$ cat config.mk
export PLATFORM = sky130hd
export DESIGN_NAME = rpf_rx_flags
export DESIGN_NICKNAME = d
export VERILOG_FILES = /design/src/rtl/rpf_sync_edge.v /design/src/rtl/rpf_rx_flags.v
export VERILOG_INCLUDE_DIRS = /design/src /design/src/rtl
export SDC_FILE = /design/constraint.sdc
export NUM_CORES = 1
export LEC_CHECK = 0
export ABC_CLOCK_PERIOD_IN_PS = 7950
export BUFFER_PORTS_ARGS = -buffer_cell sky130_fd_sc_hd__buf_2
export CAP_MARGIN = 20
export CORE_MARGIN = 5
export CORE_UTILIZATION = 27
export DETAILED_ROUTE_END_ITERATION = 12
export GPL_TIMING_DRIVEN = 0
export MAX_ROUTING_LAYER = met4
export PLACE_DENSITY = 0.56
export SLEW_MARGIN = 40
export SYNTH_ARGS = -nofsm -noshare
export SYNTH_HDL_FRONTEND = slang
export SYNTH_SLANG_ARGS = --single-unit
$ cat constraint.sdc
create_clock -name CLK -period 7.95 [get_ports CLK]
set_input_delay 0.795 -clock CLK [delete_from_list [all_inputs] [get_ports CLK]]
set_output_delay 0.795 -clock CLK [all_outputs]
set_load 0.02 [all_outputs]
$ cat src/rtl/rpf_defines.vh
// Constants for the receive frame flag block: register map, field
// positions, reset values and widths.
// Assumes inclusion by bare name from the design files of this block.
`ifndef RPF_DEFINES_VH
`define RPF_DEFINES_VH

// ****************************************************************
// Register byte offsets
// ****************************************************************
`define RPF_OFS_IF_CONFIG      8'h00
`define RPF_OFS_CHANNEL_CONFIG 8'h04
`define RPF_OFS_MIN_LENGTH     8'h08
`define RPF_OFS_MAX_LENGTH     8'h0c
`define RPF_OFS_STATUS         8'h10
`define RPF_OFS_BAD_COUNT      8'h14

// ****************************************************************
// Field positions of rx_if_config
// ****************************************************************
`define RPF_BIT_POS_MODE       0
`define RPF_BIT_TEST_OEN       1
`define RPF_BIT_FCS_REPORT     2
`define RPF_BIT_SHORT_CHECK    3
`define RPF_BIT_LONG_CHECK     4
`define RPF_IF_CONFIG_W        5

// ****************************************************************
// Reset values and widths
// ****************************************************************
`define RPF_RST_IF_CONFIG      5'h01
`define RPF_RST_CHANNEL_CONFIG 4'h0
`define RPF_RST_MIN_LENGTH     16'h0000
`define RPF_RST_MAX_LENGTH     16'hffff
`define RPF_LEN_W              16
`define RPF_CHANNELS           4
`define RPF_BYTES_PER_WORD     3'h4

// ****************************************************************
// AXI response codes
// ****************************************************************
`define RPF_RESP_OKAY          2'b00
`define RPF_RESP_SLVERR        2'b10

`endif

$ cat src/rtl/rpf_sync_edge.v
// Two-stage synchroniser for a level from another domain, with a
// rising-edge pulse taken from the second and third stages.
// Assumes the input toggles no faster than every two clock periods.
`timescale 1ns/1ps

module rpf_sync_edge (
  input  wire clk,
  input  wire reset_n,
  input  wire async_in,
  output wire level,
  output wire rise
);

  reg meta_q;
  reg sync_q;
  reg prev_q;

  // Only sync_q reads meta_q; edge logic looks at later stages
  always @(posedge clk) begin
    if (!reset_n) begin
      meta_q <= 1'b0;
      sync_q <= 1'b0;
      prev_q <= 1'b0;
    end else begin
      meta_q <= async_in;
      sync_q <= meta_q;
      prev_q <= sync_q;
    end
  end

  assign level = sync_q;
  assign rise  = sync_q & ~prev_q;

endmodule

$ cat src/rtl/rpf_rx_flags.v
// Receive output flags of a cell/packet interface: start, end, parity
// and packet-error marks beside each word read from the channel FIFOs,
// with an AXI4-Lite register file for configuration and status.
// Assumes the FIFO read side runs on CLK and presents one word at a
// time; the link clock and read enable arrive as asynchronous pins.
//
// Local design decisions: the placing of the registers and the AXI4-Lite register port.
`timescale 1ns/1ps
`include "rpf_defines.vh"

// What this block does
// - Raise start flag on first word, end flag on last word.
// - First frame byte leaves on the most significant byte lane.
// - Start and parity flags float or drive exactly as the data bus does.
// - End flag only in packet mode; floats in cell mode unless test enabled.
// - Parity over the data word; per-channel odd or even choice.
// - Error flag only in packet mode; floats in cell mode unless test enabled.
// - Error flag only on the last word, together with the end flag.
// - Packet ending in an abort sequence is errored.
// - Check-sequence error counts only while its report enable is set.
// - Packet shorter than minimum length is errored when that check is enabled.
// - Packet longer than maximum length is errored when that check is enabled.
// - FIFO overflow marked on the last word flags that word errored.
// - All flags change on the rising edge of the link clock.
// - Valid qualifies data and flags; parity stands regardless of valid.
module rpf_rx_flags #(
  parameter DATA_W = 32,
  parameter CH_W   = 2
) (
  input  wire              CLK,
  input  wire              RESET_N,
  // AXI4-Lite slave
  input  wire [7:0]        S_AXI_AWADDR,
  input  wire              S_AXI_AWVALID,
  output reg               S_AXI_AWREADY,
  input  wire [31:0]       S_AXI_WDATA,
  input  wire [3:0]        S_AXI_WSTRB,
  input  wire              S_AXI_WVALID,
  output reg               S_AXI_WREADY,
  output reg  [1:0]        S_AXI_BRESP,
  output reg               S_AXI_BVALID,
  input  wire              S_AXI_BREADY,
  input  wire [7:0]        S_AXI_ARADDR,
  input  wire              S_AXI_ARVALID,
  output reg               S_AXI_ARREADY,
  output reg  [31:0]       S_AXI_RDATA,
  output reg  [1:0]        S_AXI_RRESP,
  output reg               S_AXI_RVALID,
  input  wire              S_AXI_RREADY,
  // Word source from the channel FIFO read path
  input  wire              WORD_IN_VALID,
  input  wire [DATA_W-1:0] WORD_IN_DATA,
  input  wire [2:0]        WORD_IN_BYTES,
  input  wire [CH_W-1:0]   WORD_IN_CHANNEL,
  input  wire              WORD_IN_FIRST,
  input  wire              WORD_IN_LAST,
  input  wire              WORD_IN_ABORT,
  input  wire              WORD_IN_FCS_BAD,
  input  wire              WORD_IN_OVERFLOW,
  input  wire              BUS_DRIVE_IN,
  output reg               WORD_IN_READY,
  // Link pins
  input  wire              RX_IF_CLOCK,
  input  wire              RX_READ_ENABLE,
  output reg  [DATA_W-1:0] RX_WORD_BUS,
  output reg               RX_WORD_BUS_OE,
  output reg               RX_WORD_VALID,
  output reg               RX_WORD_VALID_OE,
  output reg               RX_FRAME_FIRST_FLAG,
  output reg               RX_FRAME_FIRST_FLAG_OE,
  output reg               RX_FRAME_LAST_FLAG,
  output reg               RX_FRAME_LAST_FLAG_OE,
  output reg               RX_WORD_PARITY,
  output reg               RX_WORD_PARITY_OE,
  output reg               RX_PACKET_BAD_FLAG,
  output reg               RX_PACKET_BAD_FLAG_OE
);

  // ****************************************************************
  // Functions
  // ****************************************************************

  // Reverse byte order so the first received byte sits in the top lane
  function [DATA_W-1:0] byte_swap;
    input [DATA_W-1:0] w;
    integer i;
    begin
      byte_swap = {DATA_W{1'b0}};
      for (i = 0; i < DATA_W / 8; i = i + 1) begin
        byte_swap[DATA_W-1-8*i -: 8] = w[8*i +: 8];
      end
    end
  endfunction

  // Merge write data under byte strobes
  function [31:0] strobe_merge;
    input [31:0] old_v;
    input [31:0] new_v;
    input [3:0]  strb;
    integer k;
    begin
      strobe_merge = old_v;
      for (k = 0; k < 4; k = k + 1) begin
        if (strb[k]) begin
          strobe_merge[8*k +: 8] = new_v[8*k +: 8];
        end
      end
    end
  endfunction

  // ****************************************************************
  // Link pin synchronisers
  // ****************************************************************
  wire lnk_rise;
  wire rd_en_sync;

  rpf_sync_edge u_clk_sync (
    .clk      (CLK),
    .reset_n  (RESET_N),
    .async_in (RX_IF_CLOCK),
    .level    (),
    .rise     (lnk_rise)
  );

  rpf_sync_edge u_ren_sync (
    .clk      (CLK),
    .reset_n  (RESET_N),
    .async_in (RX_READ_ENABLE),
    .level    (rd_en_sync),
    .rise     ()
  );

  // ****************************************************************
  // Register file
  // ****************************************************************
  reg [`RPF_IF_CONFIG_W-1:0] if_config_q;
  reg [`RPF_CHANNELS-1:0]    parity_sense_q;
  reg [`RPF_LEN_W-1:0]       min_length_q;
  reg [`RPF_LEN_W-1:0]       max_length_q;
  reg [15:0]                 bad_count_q;
  reg [`RPF_LEN_W-1:0]       len_q;
  reg                        in_packet_q;
  reg [7:0]                  aw_addr_q;
  reg [31:0]                 w_data_q;
  reg [3:0]                  w_strb_q;
  reg                        aw_have_q;
  reg                        w_have_q;

  wire pos_mode     = if_config_q[`RPF_BIT_POS_MODE];
  wire test_oen     = if_config_q[`RPF_BIT_TEST_OEN];
  wire fcs_report   = if_config_q[`RPF_BIT_FCS_REPORT];
  wire short_check  = if_config_q[`RPF_BIT_SHORT_CHECK];
  wire long_check   = if_config_q[`RPF_BIT_LONG_CHECK];
  wire aw_take      = S_AXI_AWVALID & S_AXI_AWREADY;
  wire w_take       = S_AXI_WVALID & S_AXI_WREADY;
  wire wr_fire      = aw_have_q & w_have_q & ~S_AXI_BVALID;
  wire ar_take      = S_AXI_ARVALID & S_AXI_ARREADY;

  // Decode of a mapped offset, shared by reads and writes
  function mapped;
    input [7:0] a;
    begin
      mapped = (a == `RPF_OFS_IF_CONFIG) || (a == `RPF_OFS_CHANNEL_CONFIG) ||
               (a == `RPF_OFS_MIN_LENGTH) || (a == `RPF_OFS_MAX_LENGTH) ||
               (a == `RPF_OFS_STATUS) || (a == `RPF_OFS_BAD_COUNT);
    end
  endfunction

  // Strobe-merged write words; each register keeps only its own width
  wire [31:0] cfg_merge   = strobe_merge({27'h0, if_config_q}, w_data_q, w_strb_q);
  wire [31:0] sense_merge = strobe_merge({28'h0, parity_sense_q}, w_data_q, w_strb_q);
  wire [31:0] min_merge   = strobe_merge({16'h0, min_length_q}, w_data_q, w_strb_q);
  wire [31:0] max_merge   = strobe_merge({16'h0, max_length_q}, w_data_q, w_strb_q);

  // Write channel: address and data held until both arrive
  always @(posedge CLK) begin
    if (!RESET_N) begin
      S_AXI_AWREADY  <= 1'b0;
      S_AXI_WREADY   <= 1'b0;
      S_AXI_BVALID   <= 1'b0;
      S_AXI_BRESP    <= `RPF_RESP_OKAY;
      aw_have_q      <= 1'b0;
      w_have_q       <= 1'b0;
      aw_addr_q      <= 8'h00;
      w_data_q       <= 32'h0000_0000;
      w_strb_q       <= 4'h0;
      if_config_q    <= `RPF_RST_IF_CONFIG;
      parity_sense_q <= `RPF_RST_CHANNEL_CONFIG;
      min_length_q   <= `RPF_RST_MIN_LENGTH;
      max_length_q   <= `RPF_RST_MAX_LENGTH;
    end else begin
      S_AXI_AWREADY <= ~aw_have_q & ~aw_take;
      S_AXI_WREADY  <= ~w_have_q & ~w_take;
      if (aw_take) begin
        aw_have_q <= 1'b1;
        aw_addr_q <= S_AXI_AWADDR;
      end
      if (w_take) begin
        w_have_q <= 1'b1;
        w_data_q <= S_AXI_WDATA;
        w_strb_q <= S_AXI_WSTRB;
      end
      if (S_AXI_BVALID && S_AXI_BREADY) begin
        S_AXI_BVALID <= 1'b0;
      end
      if (wr_fire) begin
        aw_have_q    <= 1'b0;
        w_have_q     <= 1'b0;
        S_AXI_BVALID <= 1'b1;
        S_AXI_BRESP  <= mapped(aw_addr_q) ? `RPF_RESP_OKAY : `RPF_RESP_SLVERR;
        case (aw_addr_q)
          `RPF_OFS_IF_CONFIG: begin
            if_config_q <= cfg_merge[`RPF_IF_CONFIG_W-1:0];
          end
          `RPF_OFS_CHANNEL_CONFIG: begin
            parity_sense_q <= sense_merge[`RPF_CHANNELS-1:0];
          end
          `RPF_OFS_MIN_LENGTH: begin
            min_length_q <= min_merge[`RPF_LEN_W-1:0];
          end
          `RPF_OFS_MAX_LENGTH: begin
            max_length_q <= max_merge[`RPF_LEN_W-1:0];
          end
          default: begin
          end
        endcase
      end
    end
  end

  // Read channel: one read at a time, status reflects live packet state
  always @(posedge CLK) begin
    if (!RESET_N) begin
      S_AXI_ARREADY <= 1'b0;
      S_AXI_RVALID  <= 1'b0;
      S_AXI_RDATA   <= 32'h0000_0000;
      S_AXI_RRESP   <= `RPF_RESP_OKAY;
    end else begin
      S_AXI_ARREADY <= ~S_AXI_RVALID & ~ar_take & ~S_AXI_ARREADY;
      if (S_AXI_RVALID && S_AXI_RREADY) begin
        S_AXI_RVALID <= 1'b0;
      end
      if (ar_take) begin
        S_AXI_RVALID <= 1'b1;
        S_AXI_RRESP  <= mapped(S_AXI_ARADDR) ? `RPF_RESP_OKAY : `RPF_RESP_SLVERR;
        case (S_AXI_ARADDR)
          `RPF_OFS_IF_CONFIG:      S_AXI_RDATA <= {27'h0, if_config_q};
          `RPF_OFS_CHANNEL_CONFIG: S_AXI_RDATA <= {28'h0, parity_sense_q};
          `RPF_OFS_MIN_LENGTH:     S_AXI_RDATA <= {16'h0, min_length_q};
          `RPF_OFS_MAX_LENGTH:     S_AXI_RDATA <= {16'h0, max_length_q};
          `RPF_OFS_STATUS:         S_AXI_RDATA <= {15'h0, in_packet_q, len_q};
          `RPF_OFS_BAD_COUNT:      S_AXI_RDATA <= {16'h0, bad_count_q};
          default:                 S_AXI_RDATA <= 32'h0000_0000;
        endcase
      end
    end
  end

  // ****************************************************************
  // Word path and flag generation
  // ****************************************************************
  reg  [`RPF_LEN_W-1:0] len_d;
  reg                   bad_d;
  wire                  take = lnk_rise & rd_en_sync & WORD_IN_VALID;
  wire [DATA_W-1:0]     out_data = byte_swap(WORD_IN_DATA);
  wire                  last_oe = pos_mode | test_oen;

  // Running byte count of the packet, and the error verdict on its last word
  always @* begin
    len_d = (WORD_IN_FIRST ? {`RPF_LEN_W{1'b0}} : len_q) +
            {{(`RPF_LEN_W-3){1'b0}}, (WORD_IN_LAST ? WORD_IN_BYTES : `RPF_BYTES_PER_WORD)};
    bad_d = WORD_IN_LAST & pos_mode &
            (WORD_IN_ABORT |
             (WORD_IN_FCS_BAD & fcs_report) |
             (short_check & (len_d < min_length_q)) |
             (long_check & (len_d > max_length_q)) |
             WORD_IN_OVERFLOW);
  end

  // Link pin outputs move only on a sampled link clock rising edge; WORD_IN_READY pulses for one cycle per taken word
  always @(posedge CLK) begin
    if (!RESET_N) begin
      RX_WORD_BUS            <= {DATA_W{1'b0}};
      RX_WORD_VALID          <= 1'b0;
      RX_FRAME_FIRST_FLAG    <= 1'b0;
      RX_FRAME_LAST_FLAG     <= 1'b0;
      RX_PACKET_BAD_FLAG     <= 1'b0;
      RX_WORD_PARITY         <= 1'b0;
      RX_WORD_BUS_OE         <= 1'b0;
      RX_WORD_VALID_OE       <= 1'b0;
      RX_FRAME_FIRST_FLAG_OE <= 1'b0;
      RX_FRAME_LAST_FLAG_OE  <= 1'b0;
      RX_WORD_PARITY_OE      <= 1'b0;
      RX_PACKET_BAD_FLAG_OE  <= 1'b0;
      WORD_IN_READY          <= 1'b0;
      len_q                  <= {`RPF_LEN_W{1'b0}};
      in_packet_q            <= 1'b0;
      bad_count_q            <= 16'h0000;
    end else begin
      WORD_IN_READY <= take;
      if (lnk_rise) begin
        // Start and parity flags share the data bus enable; valid enable is also gated by mode, end and error enables by mode or test enable
        RX_WORD_BUS_OE         <= BUS_DRIVE_IN;
        RX_WORD_VALID_OE       <= BUS_DRIVE_IN & pos_mode;
        RX_FRAME_FIRST_FLAG_OE <= BUS_DRIVE_IN;
        RX_WORD_PARITY_OE      <= BUS_DRIVE_IN;
        RX_FRAME_LAST_FLAG_OE  <= BUS_DRIVE_IN & last_oe;
        RX_PACKET_BAD_FLAG_OE  <= BUS_DRIVE_IN & last_oe;
        RX_WORD_VALID          <= take;
        if (take) begin
          RX_WORD_BUS         <= out_data;
          // Parity follows the bus word even while valid is low
          RX_WORD_PARITY      <= ^out_data ^ parity_sense_q[WORD_IN_CHANNEL];
          RX_FRAME_FIRST_FLAG <= WORD_IN_FIRST;
          RX_FRAME_LAST_FLAG  <= WORD_IN_LAST & pos_mode;
          RX_PACKET_BAD_FLAG  <= bad_d;
          len_q               <= WORD_IN_LAST ? {`RPF_LEN_W{1'b0}} : len_d;
          in_packet_q         <= ~WORD_IN_LAST;
          if (bad_d) begin
            bad_count_q <= bad_count_q + 16'h0001;
          end
        end else begin
          // Stale word kept so parity stays consistent with the bus
          RX_FRAME_FIRST_FLAG <= 1'b0;
          RX_FRAME_LAST_FLAG  <= 1'b0;
          RX_PACKET_BAD_FLAG  <= 1'b0;
        end
      end
    end
  end

endmodule

# After elaboration in Yosys (flattened, before gate mapping)
# Cells that the tools add are included.
[totals]
output_inout_bits = 85
register_bits = 189
inputBits = 105
[op_classes]
n_eq_ne = 10
n_lt_le_gt_ge = 3
n_mux = 15
add_sub_neg = 2
bitwise = 36
reduce_logical = 26
[op_table]
columns = ["cell", "n"]
rows = [
  ["one-hot mux 17 bit (6 select lines)", 1],
  ["equality test 8 x 4 -> 1 bit (second input constant)", 4],
  ["equality test 8 x 5 -> 1 bit (second input constant)", 4],
  ["two-way mux 16 bit", 2],
  ["parity 32 bit", 1],
  ["AND reduction 3 bit", 7],
  ["AND 1 bit", 19],
  ["adder 16 x 1 -> 16 bit (second input constant)", 1],
  ["adder 16 x 3 -> 16 bit", 1],
  ["equality test 8 x 3 -> 1 bit (second input constant)", 2],
  ["> comparator 16 bit", 1],
  ["zero test 8 bit", 2],
  ["less-than comparator 16 bit", 1],
  ["NOT 1 bit", 11],
  ["logical OR 1 bit", 10],
  ["two-way mux 1 bit", 8],
  ["OR 1 bit", 5],
  ["two-way mux 2 bit", 2],
  ["nonzero test 2 bit", 2],
  ["less-than comparator 2 x 3 -> 1 bit (second input constant)", 1],
  ["two-way mux 3 bit", 1],
  ["binary-select mux 1 bit (select 2 bit)", 1],
  ["logical AND 1 bit", 2],
  ["AND reduction 2 bit", 1],
  ["other kinds (2)", 2],
]

# Longest topological paths before layout
# Gate-level depths: netlist of the first run.
[logic_depth]
word_depth = 9
depth_mapped = 20
ltp_nobuf = 17

# Modules after synthesis
# From an unflattened synthesis of the first run, not the netlist that was laid out.
[unflattened]
cells_unflattened = 1031
area_unflattened_um2 = 8914.8
[by_module_without_submodules]
columns = ["mod", "cells_per_inst", "seq_area_each_um2", "n_inst", "area_each_um2"]
rows = [
  ["rpf_rx_flags", 1017, 3343.2, 1, 8729.6],
  ["rpf_sync_edge", 7, 60.1, 2, 92.6],
]

# Worst setup path after synthesis of the first run
# Ideal clock, no wire load.
[synth_timing]
kind = "in2reg"
start = "input WORD_IN_FIRST"
end = "register bad_count_q[3]"
path_slack_ns = 3.325
arrival_time_ns = 4.554
setup_time_ns = 0.072
n_path_buf = 3
stages = 19
path_cell_list = "clkbuf_1 -> clkbuf_1 -> nand2b_1 -> inv_1 -> ha_1 -> a21o_1 -> a21oi_1 -> nor4_1 -> and4_1 -> xnor2_1 -> nor2_1 -> ha_1 -> nand4_1 -> nor4_1 -> nor2_1 -> and2_1 -> clkbuf_1 -> o21ai_0 -> mux2i_1"
[synth_between]
elab_chain_cells = 9
word_cells_on_any_way = 11
classes_between = "1 x add/sub; 2 x order compare; 1 x mux; 6 x bitwise; 1 x reduce/logical"
[synth_lines]
columns = ["item", "line", "text"]
rows = [
  ["from (decl)", "rpf_rx_flags.v:55", "input wire WORD_IN_FIRST,"],
  ["two-way mux 16 bit (*)", "rpf_rx_flags.v:270", "len_d = (WORD_IN_FIRST ? {`RPF_LEN_W{1'b0}} : len_q) +"],
  ["adder 16 x 3 -> 16 bit (*)", "rpf_rx_flags.v:270", ""],
  ["less-than comparator 16 bit", "rpf_rx_flags.v:275", "(short_check & (len_d < min_length_q)) |"],
  ["AND 1 bit", "rpf_rx_flags.v:275", ""],
  ["OR 1 bit", "rpf_rx_flags.v:274", "(WORD_IN_FCS_BAD & fcs_report) |"],
  ["OR 1 bit (*)", "rpf_rx_flags.v:275", ""],
  ["OR 1 bit (*)", "rpf_rx_flags.v:276", "(long_check & (len_d > max_length_q)) |"],
  ["AND 1 bit (*)", "rpf_rx_flags.v:272", "bad_d = WORD_IN_LAST & pos_mode &"],
  ["AND reduction 3 bit (no line) (*)", "--", ""],
  ["to (signal assigned)", "rpf_rx_flags.v:320", "bad_count_q <= bad_count_q + 16'h0001;"],
  ["to (decl)", "rpf_rx_flags.v:140", "reg [15:0] bad_count_q;"],
]
# Every way passes the cells marked *; elsewhere a longest branch is shown, timed or not.
# A chain may end at the register's enable or synchronous reset.

# Worst setup path after layout of the first run
[layout_timing]
start = "input WORD_IN_FIRST"
end = "register bad_count_q[1]"
# Same word-level chain as after synthesis.

==> summary.txt, run 1 <==
Pwr
  – Part of the power in registers: 0.452
  – P_sw: 0.482 mW
  – Cell internal pwr: 1.48 mW
  – P per Cell Area: 187 mW/mm²
  – Pleak: 4.36 nW
  – Sw Share: 0.246
  – Clock power frac: 0.457
  – Total power: 1.96 mW
  – Worst vdd ir: 0.144 mV
  – Comb pwr share: 0.090

Cells and area
  – Multi-input logic area: 0.00455 mm²
  – Area Growth Syn to Fin: 23.1%
  – Share of cells above drive strength 1: 0.195
  – Ant diodes: 0
  – Register area: 0.00344 mm²
  – Commonest non-fill, non-tap cell in the layout: nand2_1
  – Filler Cells Inserted: 3281
  – Most frequent cells in the layout: 210 x nand2_1, 172 x dfxtp_1, 161 x buf_2, 137 x a21oi_1, 62 x nor2_1
  – Final net count: 1371
  – Finished layout cell area: 0.0104 mm²
  – Util after Layout: 0.339

Drt
  – Met2 wire len: 12.5 mm
  – Detailed Route Iter0 Violations: 493
  – Metal-1 WL: 12.0 mm
  – Routed vias: 7655
  – Post-DR wirelength/cell: 16.1 µm
  – Vias per cell: 4.67
  – Detailed Routing Iterations Pass 1: 6
  – Met3 Wirelength: 1.51 mm
  – Post-DRT Antenna Nets: 0
  – DR DRC count: 0
  – Top Layer Used: met4
  – Final wirelength: 26.4 mm

Floorplanning
  – Row count: 64
  – Initial core utilization: 0.275
  – Die width: 187 µm
  – I/O Pins: 190
  – Core Region: 0.0308 mm²
  – Die area: 0.0350 mm²
  – Die height: 187 µm

GRT
  – Total GRT Usage: 0.152
  – Initial antenna violation count: 0
  – Vias in the first global route: 7522
  – GR Overflow Total: 0
  – Global-route wire length before repair: 41.3 mm
  – Largest net degree at the start of global routing: 17

Timing
  – Fmax: 173 MHz
  – Sum Neg Setup Slack: 0 ns
  – Final setup fails: 0
  – Rel. slew slack: 0.409
  – Tcrit/Tclk final: 0.728
  – Final hold vios: 0
  – Min cycle time layout: 5.79 ns
  – Tightest Pin Transition: 0.878 ns
  – RSZ-0062 raised after global routing: no
  – Final slew viol count: 0
  – Clock skew: 0.0132 ns

CTS
  – Post-CTS Resized: 0
  – Clock Root Buffer: clkbuf_16
  – Cts bufs inserted: 17
  – CTS tree: yes
  – Post-CTS Setup Bufs: 0
  – Clock Latency Late Sink: 0.44 ns
  – H-tree levels: 4
  – Hold Buf Count CTS: 0
  – Maximum buffer depth of the clock tree: 2
  – Clock sink count: 172
  – Clk pin slew, worst setup/hold paths: 0.07 ns

Place
  – Post-DP Area: 0.00981 mm²
  – Detailed placer's ending HPWL: 21.0 mm
  – I/O Buffers: 154
  – RD Place Congestion: 0.873

Synth
  – Mapped Cells: 1041
  – Async set-reset flop share out of synthesis: 0
  – Post-synth cell types: 65
  – Syn Area/Cell: 8.14 µm²
  – Yosys synthesis warning count: 0
  – Top_reg_cell synth: dfxtp_1
  – Synthesized flop and latch total: 172
  – Synthesized area: 0.00848 mm²
  – Number of flops mapped to enable cells by yosys: 0
  – Sequential share of the synthesized area: 0.406

Critical path
  – Setup crit start kind: input port
  – Worst Path Max Fanout: 10
  – R2r startpoint: len_q[1]
  – Critical Path RT: 8.31 ns
  – Critical Path Sink Type: flip-flop
  – WS Path Type: input port to flip-flop
  – Arrival @ worst endpoint: 6.15 ns
  – CP Launch Point: WORD_IN_FIRST
  – R2r setup slk: 3.31 ns

Outcome
  – Status: completed

Hold path
  – Hold Crit Class: flip-flop to flip-flop
  – Hold_sp: u_clk_sync.meta_q

Job
  – Max Cap Viol: 0
## power by group through the flow
| stage | combinational [mW] | clock [mW] | sequential [mW] |
|---|---|---|---|
| final | 0.177 | 0.895 | 0.885 |
| after global routing | 0.194 | 0.948 | 0.887 |
| after CTS | 0.179 | 0.915 | 0.885 |
| after detailed placement | 0.178 | 0 | 0.905 |
| after global placement | 0.177 | 0 | 0.904 |
| after floorplan | 0.109 | 0 | 0.908 |
## worst max-delay path, stage by stage
cell and delay, ns:
buf_2 0.12, clkbuf_1 0.34, clkbuf_1 0.53, nand2b_1 0.25, inv_1 0.06, ha_1 0.26, a21o_1 0.11, a21oi_1 0.15
nor4_1 0.66, and4_1 0.37, xnor2_1 0.14, nor2_1 0.11, ha_1 0.35, nand4_1 0.18, nor4_1 0.77, nor2_1 0.11
and2_1 0.18, clkbuf_1 0.17, nor2_1 0.30, mux2i_1 0.21
## stage by stage
step,cells,hold slack [ns],setup WS [ns]
2_1_floorplan,1057,0.412,3.32
3_3_place_gp,1607,0.422,1.77
3_5_place_dp,1607,0.423,1.78
4_1_cts,1638,0.438,2.21
5_1_grt,1638,0.442,1.82
6_report,1638,0.434,2.16
## sequential cells by signal, indices dropped and copies added, names as in the netlist, 2 cells and up
register / flops
w_data_q: 16
len_q: 16
bad_count_q: 16
min_length_q: 16
if_config_q: 5
max_length_q: 16
RX_WORD_BUS: 32
w_strb_q: 2
aw_addr_q: 8
S_AXI_RDATA: 17
parity_sense_q: 4
## synth_stat cells (12+ instances only)
cell	number	area (µm²)
a21oi_1	137	686
a22oi_1	38	285
and2_1	16	100
and3_1	14	87.6
buf_4	28	210
clkbuf_1	39	146
dfxtp_1	172	3440
ha_1	35	438
inv_1	40	150
mux2i_1	17	170
nand2_1	210	788
nand2b_1	16	100
nor2_1	63	236
nor3_1	12	60.1
o211ai_1	21	158
o21ai_0	25	125
xnor2_1	39	342
## worst paths after layout
| check | endpoint | cells past startpoint |
|---|---|---|
| setup / recovery | bad_count_q[1] | 20 |
| hold reg to reg | u_clk_sync.level | 1 |
| hold / removal | u_clk_sync.level | 1 |
| setup reg to reg | bad_count_q[1] | 17 |
## layer usage
metal	up-vias	track usage
met5	-	-
met4	0	0.0364
met3	20	0.0302
met2	206	0.250
met1	3523	0.195
li1	3906	-
## cells by family after synthesis
group                      synth area share
xor gates and xnor gates             0.0481
adders and majority gates            0.0540
and+or+nand+nor                       0.214
muxes                                0.0280
AOI/OAI and AO/OA                     0.184
DFF                                   0.406
buffers and inverters                0.0660
other                              0.000442
## layout make-up
class,count,area share
Buffer,77,0.0390
Clock buffer,20,0.0447
Clock inverter,11,0.0151
Inverter,41,0.0147
Multi-Input combinational cell,767,0.435
Sequential cell,172,0.330
Tap cell,396,0.0475
Timing Repair Buffer,154,0.0738
Note: power is estimated with default switching activity, not from simulation.
==> run 2: changes to the inputs <==
--- a/config.mk
+++ b/config.mk
@@ -6,7 +6,7 @@
 export SDC_FILE = /design/constraint.sdc
 export NUM_CORES = 1
 export LEC_CHECK = 0
-export ABC_CLOCK_PERIOD_IN_PS = 7950
+export ABC_CLOCK_PERIOD_IN_PS = 5800
 export BUFFER_PORTS_ARGS = -buffer_cell sky130_fd_sc_hd__buf_2
 export CAP_MARGIN = 20
 export CORE_MARGIN = 5
==> constraint.sdc (replaced) <==
create_clock -name CLK -period 5.8 [get_ports CLK]
set_input_delay 0.58 -clock CLK [delete_from_list [all_inputs] [get_ports CLK]]
set_output_delay 0.58 -clock CLK [all_outputs]
set_load 0.02 [all_outputs]
==> run 2 against run 1 <==
  * Sequential share of layout area about the same
  * Flip-flop and latch count did not move
  * Via count is 0.76% lower
  * Wire length decreased by 0.21%
  * Non-clock buffer count did not move
  * Combinational power grew 37%
  * Worst hold slack lost 0.076 ns
  * Clock skew about the same
  * Clock power rose by 37%
  * Largest power group unchanged
==> summary.txt, run 2 (synthesis gave the netlist of run 1 again) <==
GRT
  – Global-route wire length before repair: 41.3 mm (unchanged)
  – GR Overflow Total: 0 (unchanged)
  – Vias in the first global route: 7522 (unchanged)
  – Largest net degree at the start of global routing: 17 (unchanged)
  – Total GRT Usage: 0.152 (unchanged)
  – Initial antenna violation count: 0 (unchanged)

Pwr
  – Comb pwr share: 0.090 (about the same)
  – P per Cell Area: 257 mW/mm² (+37%)
  – Pleak: 4.36 nW (about the same)
  – Sw Share: 0.246 (-0.000615)
  – Worst vdd ir: 0.197 mV (+37%)
  – Part of the power in registers: 0.453 (about the same)
  – P_sw: 0.658 mW (+37%)
  – Total power: 2.68 mW (+37%)
  – Clock power frac: 0.457 (about the same)
  – Cell internal pwr: 2.02 mW (+37%)

CTS
  – Maximum buffer depth of the clock tree: 2 (unchanged)
  – Clock Latency Late Sink: 0.44 ns (about the same)
  – Clock sink count: 172 (unchanged)
  – Clk pin slew, worst setup/hold paths: 0.07 ns (about the same)
  – H-tree levels: 4 (unchanged)
  – Cts bufs inserted: 17 (unchanged)
  – Clock Root Buffer: clkbuf_16
  – CTS tree: yes
  – Post-CTS Setup Bufs: 0 (unchanged)

Timing
  – Tcrit/Tclk final: 0.921
  – Sum Neg Setup Slack: 0 ns (unchanged)
  – Fmax: 187 MHz
  – Final hold vios: 0 (unchanged)
  – Rel. slew slack: 0.475 (+0.0657)
  – Min cycle time layout: 5.34 ns
  – Final slew viol count: 0 (unchanged)
  – Setup slack after layout: 0.460 ns (-1.70 ns)
  – Clock skew: 0.0130 ns (-0.000131 ns)
  – RSZ-0062 raised after global routing: no
  – Tightest Pin Transition: 0.788 ns (-0.0904 ns)
  – Hold slack: 0.358 ns (-0.0757 ns)
  – Final setup fails: 0 (unchanged)

Job
  – Max Cap Viol: 0 (unchanged)

Drt
  – Final wirelength: 26.3 mm (-0.21%)
  – Routed vias: 7597 (-0.76%)
  – DR DRC count: 0 (unchanged)
  – Vias per cell: 4.64 (-0.76%)
  – Detailed Routing Iterations Pass 1: 5 (-1)
  – Detailed Route Iter0 Violations: 510 (+3.4%)
  – Post-DRT Antenna Nets: 0 (unchanged)
  – Post-DR wirelength/cell: 16.1 µm (-0.21%)

Cells and area
  – Area Growth Syn to Fin: 23.2% (about the same)
  – Number of flip-flops in the largest register: 32 (unchanged)
  – Share of cells above drive strength 1: 0.196 (+0.000805)
  – Top reg by flops: RX_WORD_BUS
  – Final net count: 1371 (unchanged)
  – Ant diodes: 0 (unchanged)
  – Regs by FF count: RX_WORD_BUS (32), S_AXI_RDATA (17)
  – Commonest non-fill, non-tap cell in the layout: nand2_1
  – Most frequent cells in the layout: 210 x nand2_1, 172 x dfxtp_1, 161 x buf_2, 137 x a21oi_1, 62 x nor2_1

Critical path
  – Worst path top cell family by delay: simple AND/OR/NAND/NOR gates
  – Critical path buffers and inverters: 5 (unchanged)
  – Arrival @ worst endpoint: 5.70 ns (-0.45 ns)
  – Critical Path RT: 6.16 ns (-2.15 ns)
  – Crit path cell chain: buf_2, clkbuf_1, clkbuf_1, nand2b_1, inv_1, ha_1, a21o_1, a21oi_1, nor4_1, and4_1, xnor2_1, nor2_1, ha_1, nand4_1, nor4_2, nor2_1, and2_1, clkbuf_1, nor2_1, mux2i_1
  – WS Path Type: input port to flip-flop
  – Worst Reg-to-Reg Cells: 17 (unchanged)
  – CP max-delay cell: nor4_1
  – R2r setup slk: 1.39 ns (-1.92 ns)
  – Worst Path Max Fanout: 10 (unchanged)
  – Slowest stage delay, CP: 0.66 ns (-0.11 ns)
  – R2r endpoint: bad_count_q[1]
  – R2r startpoint: len_q[1]
  – Critical Path Sink Type: flip-flop
  – Setup crit start kind: input port

Place
  – Pre-CTS setup slack: -0.156 ns (-1.94 ns)
  – I/O Buffers: 154 (unchanged)
  – Detailed placer's ending HPWL: 21.0 mm (unchanged)
  – RD Place Congestion: 0.873 (unchanged)

Floorplanning
  – Core Region: 0.0308 mm² (unchanged)
  – I/O Pins: 190 (unchanged)
  – Initial core utilization: 0.275 (unchanged)
  – Row count: 64 (unchanged)
  – Die height: 187 µm (unchanged)
  – Die width: 187 µm (unchanged)
  – Die area: 0.0350 mm² (unchanged)

Hold path
  – Hold_sp: RX_IF_CLOCK
  – Worst hold stages: 2 (+1)
  – Hold Crit Endpoint: u_clk_sync.meta_q
  – Hold Crit Class: input port to flip-flop

Outcome
  – Status: completed
## run 2: cell count changes in the layout (fill, tap and decap cells not counted)
cell	before	now
nor4_2	0	1
nor4_1	2	1
## run 2: timing repair
item,4_1_cts,5_1_grt
resized for setup,0,1
hold buffers,0,0
setup endpoints to repair,0,5
## run 2: worst register-to-register path: cells and delay by family, from the launching register on
family / cells / cell delay, ns
flip-flops: 1 / 0.33
multiplexers: 1 / 0.21
AO/OA/AOI/OAI: 2 / 0.26
buffers and inverters: 2 / 0.23
XOR/XNOR: 1 / 0.14
AND/OR/NAND/NOR: 9 / 2.58
adder cells (fa/ha/maj): 2 / 0.62
## run 2: worst max-delay path by stage
stage                       start  cells after the start        endpoint
detailed placement  WORD_IN_FIRST                     20  bad_count_q[1]
finish              WORD_IN_FIRST                     20  bad_count_q[1]
global route        WORD_IN_FIRST                     20  bad_count_q[1]
floorplan           WORD_IN_FIRST                     19  bad_count_q[3]
global placement    WORD_IN_FIRST                     20  bad_count_q[1]
CTS                 WORD_IN_FIRST                     20  bad_count_q[1]
## run 2: power groups by stage
stage | combinational (mW) | sequential, mW | clock [mW]
2_1_floorplan | 0.150 | 1.24 | 0
5_1_grt | 0.266 | 1.22 | 1.30
6_report | 0.242 | 1.21 | 1.23
4_1_cts | 0.246 | 1.21 | 1.25
3_5_place_dp | 0.245 | 1.24 | 0
3_3_place_gp | 0.243 | 1.24 | 0
## run 2: per-stage QoR
step | instances | utilization | area [µm²]
after floorplan | 1057 | - | 8540
after global placement | 1607 | 0.318 | 9800
after detailed placement | 1607 | 0.318 | 9810
after CTS | 1638 | 0.339 | 10400
after global routing | 1638 | 0.339 | 10400
final | 1638 | 0.339 | 10400
## run 2: layout make-up
class / count / area [µm²]
tap: 396 / 495
inverter: 41 / 154
fill: 3282 / 20400
clock inverter: 11 / 158
sequential: 172 / 3440
clock buffer: 20 / 467
buffer: 77 / 407
timing repair buffer: 154 / 771
multi-input combinational: 767 / 4550
## run 2: routing by layer
layer / vias up / global-route usage / wire length [µm]
met1: 3478 / 0.195 / 11900
met4: 0 / 0.0364 / 346
met3: 17 / 0.0302 / 1640
met5: - / - / 0
li1: 3904 / - / -
met2: 198 / 0.250 / 12500
==> run 3: changes to the inputs <==
--- a/config.mk
+++ b/config.mk
@@ -6,15 +6,15 @@
 export SDC_FILE = /design/constraint.sdc
 export NUM_CORES = 1
 export LEC_CHECK = 0
-export ABC_CLOCK_PERIOD_IN_PS = 5800
+export ABC_CLOCK_PERIOD_IN_PS = 5200
 export BUFFER_PORTS_ARGS = -buffer_cell sky130_fd_sc_hd__buf_2
 export CAP_MARGIN = 20
 export CORE_MARGIN = 5
-export CORE_UTILIZATION = 27
+export CORE_UTILIZATION = 49
 export DETAILED_ROUTE_END_ITERATION = 12
 export GPL_TIMING_DRIVEN = 0
 export MAX_ROUTING_LAYER = met4
-export PLACE_DENSITY = 0.56
+export PLACE_DENSITY = 0.83
 export SLEW_MARGIN = 40
 export SYNTH_ARGS = -nofsm -noshare
 export SYNTH_HDL_FRONTEND = slang
==> constraint.sdc (replaced) <==
create_clock -name CLK -period 5.2 [get_ports CLK]
set_input_delay 0.52 -clock CLK [delete_from_list [all_inputs] [get_ports CLK]]
set_output_delay 0.52 -clock CLK [all_outputs]
set_load 0.02 [all_outputs]
==> run 3 against run 2 <==
  * Sequential share of layout area is 0.68 points higher
  * Clock power rose by 9%
  * Die area shrank 43%
==> summary.txt, run 3 (synthesis gave the netlist of run 1 again) <==
Outcome
  – Status: completed

Floorplanning
  – Die width: 142 µm (-24%)
  – Initial core utilization: 0.495 (+0.220)
  – Row count: 48 (-25%)
  – Core Region: 0.0171 mm² (-44%)
  – Die area: 0.0200 mm² (-43%)
  – I/O Pins: 190 (unchanged)
  – Die height: 142 µm (-24%)

Timing
  – Sum Neg Setup Slack: 0 ns (unchanged)
  – Tightest Pin Transition: 0.805 ns (+0.0170 ns)
  – RSZ-0062 raised after global routing: no
  – Final hold vios: 0 (unchanged)
  – Final setup fails: 0 (unchanged)
  – Rel. slew slack: 0.462 (-0.0133)
  – Setup slack after layout: 0.420 ns (-0.0393 ns)
  – Tcrit/Tclk final: 0.919
  – Hold slack: 0.298 ns (-0.0608 ns)
  – Min cycle time layout: 4.78 ns
  – Final slew viol count: 0 (unchanged)
  – Clock skew: 0.0114 ns (-0.00169 ns)
  – Fmax: 209 MHz

Place
  – Detailed placer's ending HPWL: 18.5 mm (-12%)
  – Pre-CTS setup slack: -0.605 ns (-0.449 ns)
  – Post-DP Area: 0.00960 mm² (-2.2%)
  – Placed cells: 1436 (-11%)
  – I/O Buffers: 154 (unchanged)
  – RD Place Congestion: 0.969 (+11%)

Cells and area
  – Register area: 0.00344 mm² (unchanged)
  – Top reg by flops: RX_WORD_BUS
  – Area Growth Syn to Fin: 20.7%
  – Multi-input logic area: 0.00456 mm² (about the same)
  – Number of flip-flops in the largest register: 32 (unchanged)
  – Filler Cells Inserted: 1533 (-53%)
  – Util after Layout: 0.598 (+0.259)
  – Fin cells: 1468 (-10%)
  – Commonest non-fill, non-tap cell in the layout: nand2_1
  – Final net count: 1371 (unchanged)
  – Finished layout cell area: 0.0102 mm² (-2.0%)
  – Ant diodes: 0 (unchanged)
  – Share of cells above drive strength 1: 0.196 (+0.000647)
  – Most frequent cells in the layout: 210 x nand2_1, 172 x dfxtp_1, 161 x buf_2, 137 x a21oi_1, 63 x nor2_1
  – Regs by FF count: RX_WORD_BUS (32), S_AXI_RDATA (17)

GRT
  – Global-route wire length before repair: 37.7 mm (-8.8%)
  – Initial antenna violation count: 0 (unchanged)
  – Total GRT Usage: 0.242 (+0.0893)
  – GR Overflow Total: 0 (unchanged)
  – Largest net degree at the start of global routing: 17 (unchanged)
  – Vias in the first global route: 7542 (+0.27%)

Drt
  – DR DRC count: 0 (unchanged)
  – Final wirelength: 23.9 mm (-9.4%)
  – Vias per cell: 5.40 (+16%)
  – Routed vias: 7929 (+4.4%)
  – Post-DR wirelength/cell: 16.3 µm (+1.1%)
  – Post-DRT Antenna Nets: 0 (unchanged)
  – Detailed Routing Iterations Pass 1: 5 (unchanged)
  – Detailed Route Iter0 Violations: 569 (+12%)

CTS
  – H-tree levels: 4 (unchanged)
  – Hold Buf Count CTS: 0 (unchanged)
  – Clk pin slew, worst setup/hold paths: 0.06 ns (about the same)
  – Post-CTS Setup Bufs: 0 (unchanged)
  – Clock Root Buffer: clkbuf_16
  – Clock Latency Late Sink: 0.43 ns (about the same)
  – Cts bufs inserted: 17 (unchanged)
  – CTS tree: yes
  – Clock sink count: 172 (unchanged)
  – Maximum buffer depth of the clock tree: 2 (unchanged)

Pwr
  – Total power: 2.96 mW (+10%)
  – P_sw: 0.721 mW (+9.5%)
  – Clock power frac: 0.452 (-0.005)
  – P per Cell Area: 289 mW/mm² (+13%)
  – Worst vdd ir: 0.258 mV (+31%)
  – Sw Share: 0.244 (-0.00168)
  – Pleak: 4.35 nW (about the same)
  – Cell internal pwr: 2.23 mW (+11%)
  – Comb pwr share: 0.090 (about the same)
  – Part of the power in registers: 0.458 (+0.005)

Critical path
  – Worst Path Max Fanout: 10 (unchanged)
  – Critical Path Sink Type: flip-flop
  – Critical Path RT: 5.55 ns (-0.61 ns)
  – Setup crit start kind: input port
  – WS Path Type: input port to flip-flop
  – Arrival @ worst endpoint: 5.13 ns (-0.57 ns)

Job
  – Max Cap Viol: 0 (unchanged)

Hold path
  – Hold Crit Class: input port to flip-flop
[run 3: cell count changes in the layout (fill, tap and decap cells not counted), sizes merged]
cell | before | now
clkbuf | 61 | 59
clkinv | 3 | 5
inv | 45 | 46
[run 3: cell type report]
cell class,instances,area share
clock inverter,14,0.0180
inverter,41,0.0150
timing repair buffer,154,0.0753
sequential,172,0.336
tap,225,0.0275
buffer,77,0.0397
multi-input combinational,767,0.445
clock buffer,18,0.0429
[run 3: worst max-delay path, cell delays in order]
cell,delay [ns]
buf_2,0.11
clkbuf_1,0.32
clkbuf_2,0.34
nand2b_1,0.19
inv_1,0.06
ha_1,0.27
a21o_1,0.11
a21oi_1,0.14
nor4_2,0.51
and4_1,0.33
xnor2_1,0.14
nor2_1,0.10
ha_1,0.31
nand4_1,0.19
a2111o_1,0.33
o211ai_1,0.26
and2_1,0.21
clkbuf_1,0.28
o2bb2ai_1,0.18
mux2i_1,0.21
[run 3: final timing paths]
path | start | endpoint | slack [ns] | cells past startpoint
worst max-delay path | WORD_IN_FIRST | bad_count_q[4] | 0.42 | 20
worst min-delay path | RX_READ_ENABLE | u_ren_sync.meta_q | 0.30 | 2
worst max register to register | len_q[0] | bad_count_q[1] | 0.80 | 17
worst min register to register | u_clk_sync.meta_q | u_clk_sync.level | 0.44 | 1
[run 3: power groups by stage]
stage | clock (mW) | combinational (mW) | sequential (mW)
floorplan | 0 | 0.167 | 1.39
global placement | 0 | 0.260 | 1.38
detailed placement | 0 | 0.264 | 1.38
CTS | 1.34 | 0.266 | 1.35
global route | 1.40 | 0.291 | 1.36
finish | 1.34 | 0.267 | 1.35
[run 3: timing repair]
item | 4_1_cts | 5_1_grt
resized for setup | 1 | 3
cloned | 0 | 0
pin swaps | 0 | 0
endpoints found under the setup margin | 16 | 17
[run 3: metal layers]
layer | routed length (µm) | global-route usage | vias up
li1 | - | - | 3912
met1 | 9900 | 0.299 | 3653
met2 | 11300 | 0.395 | 305
met3 | 1750 | 0.0381 | 59
met4 | 858 | 0.101 | 0
met5 | 0 | - | -
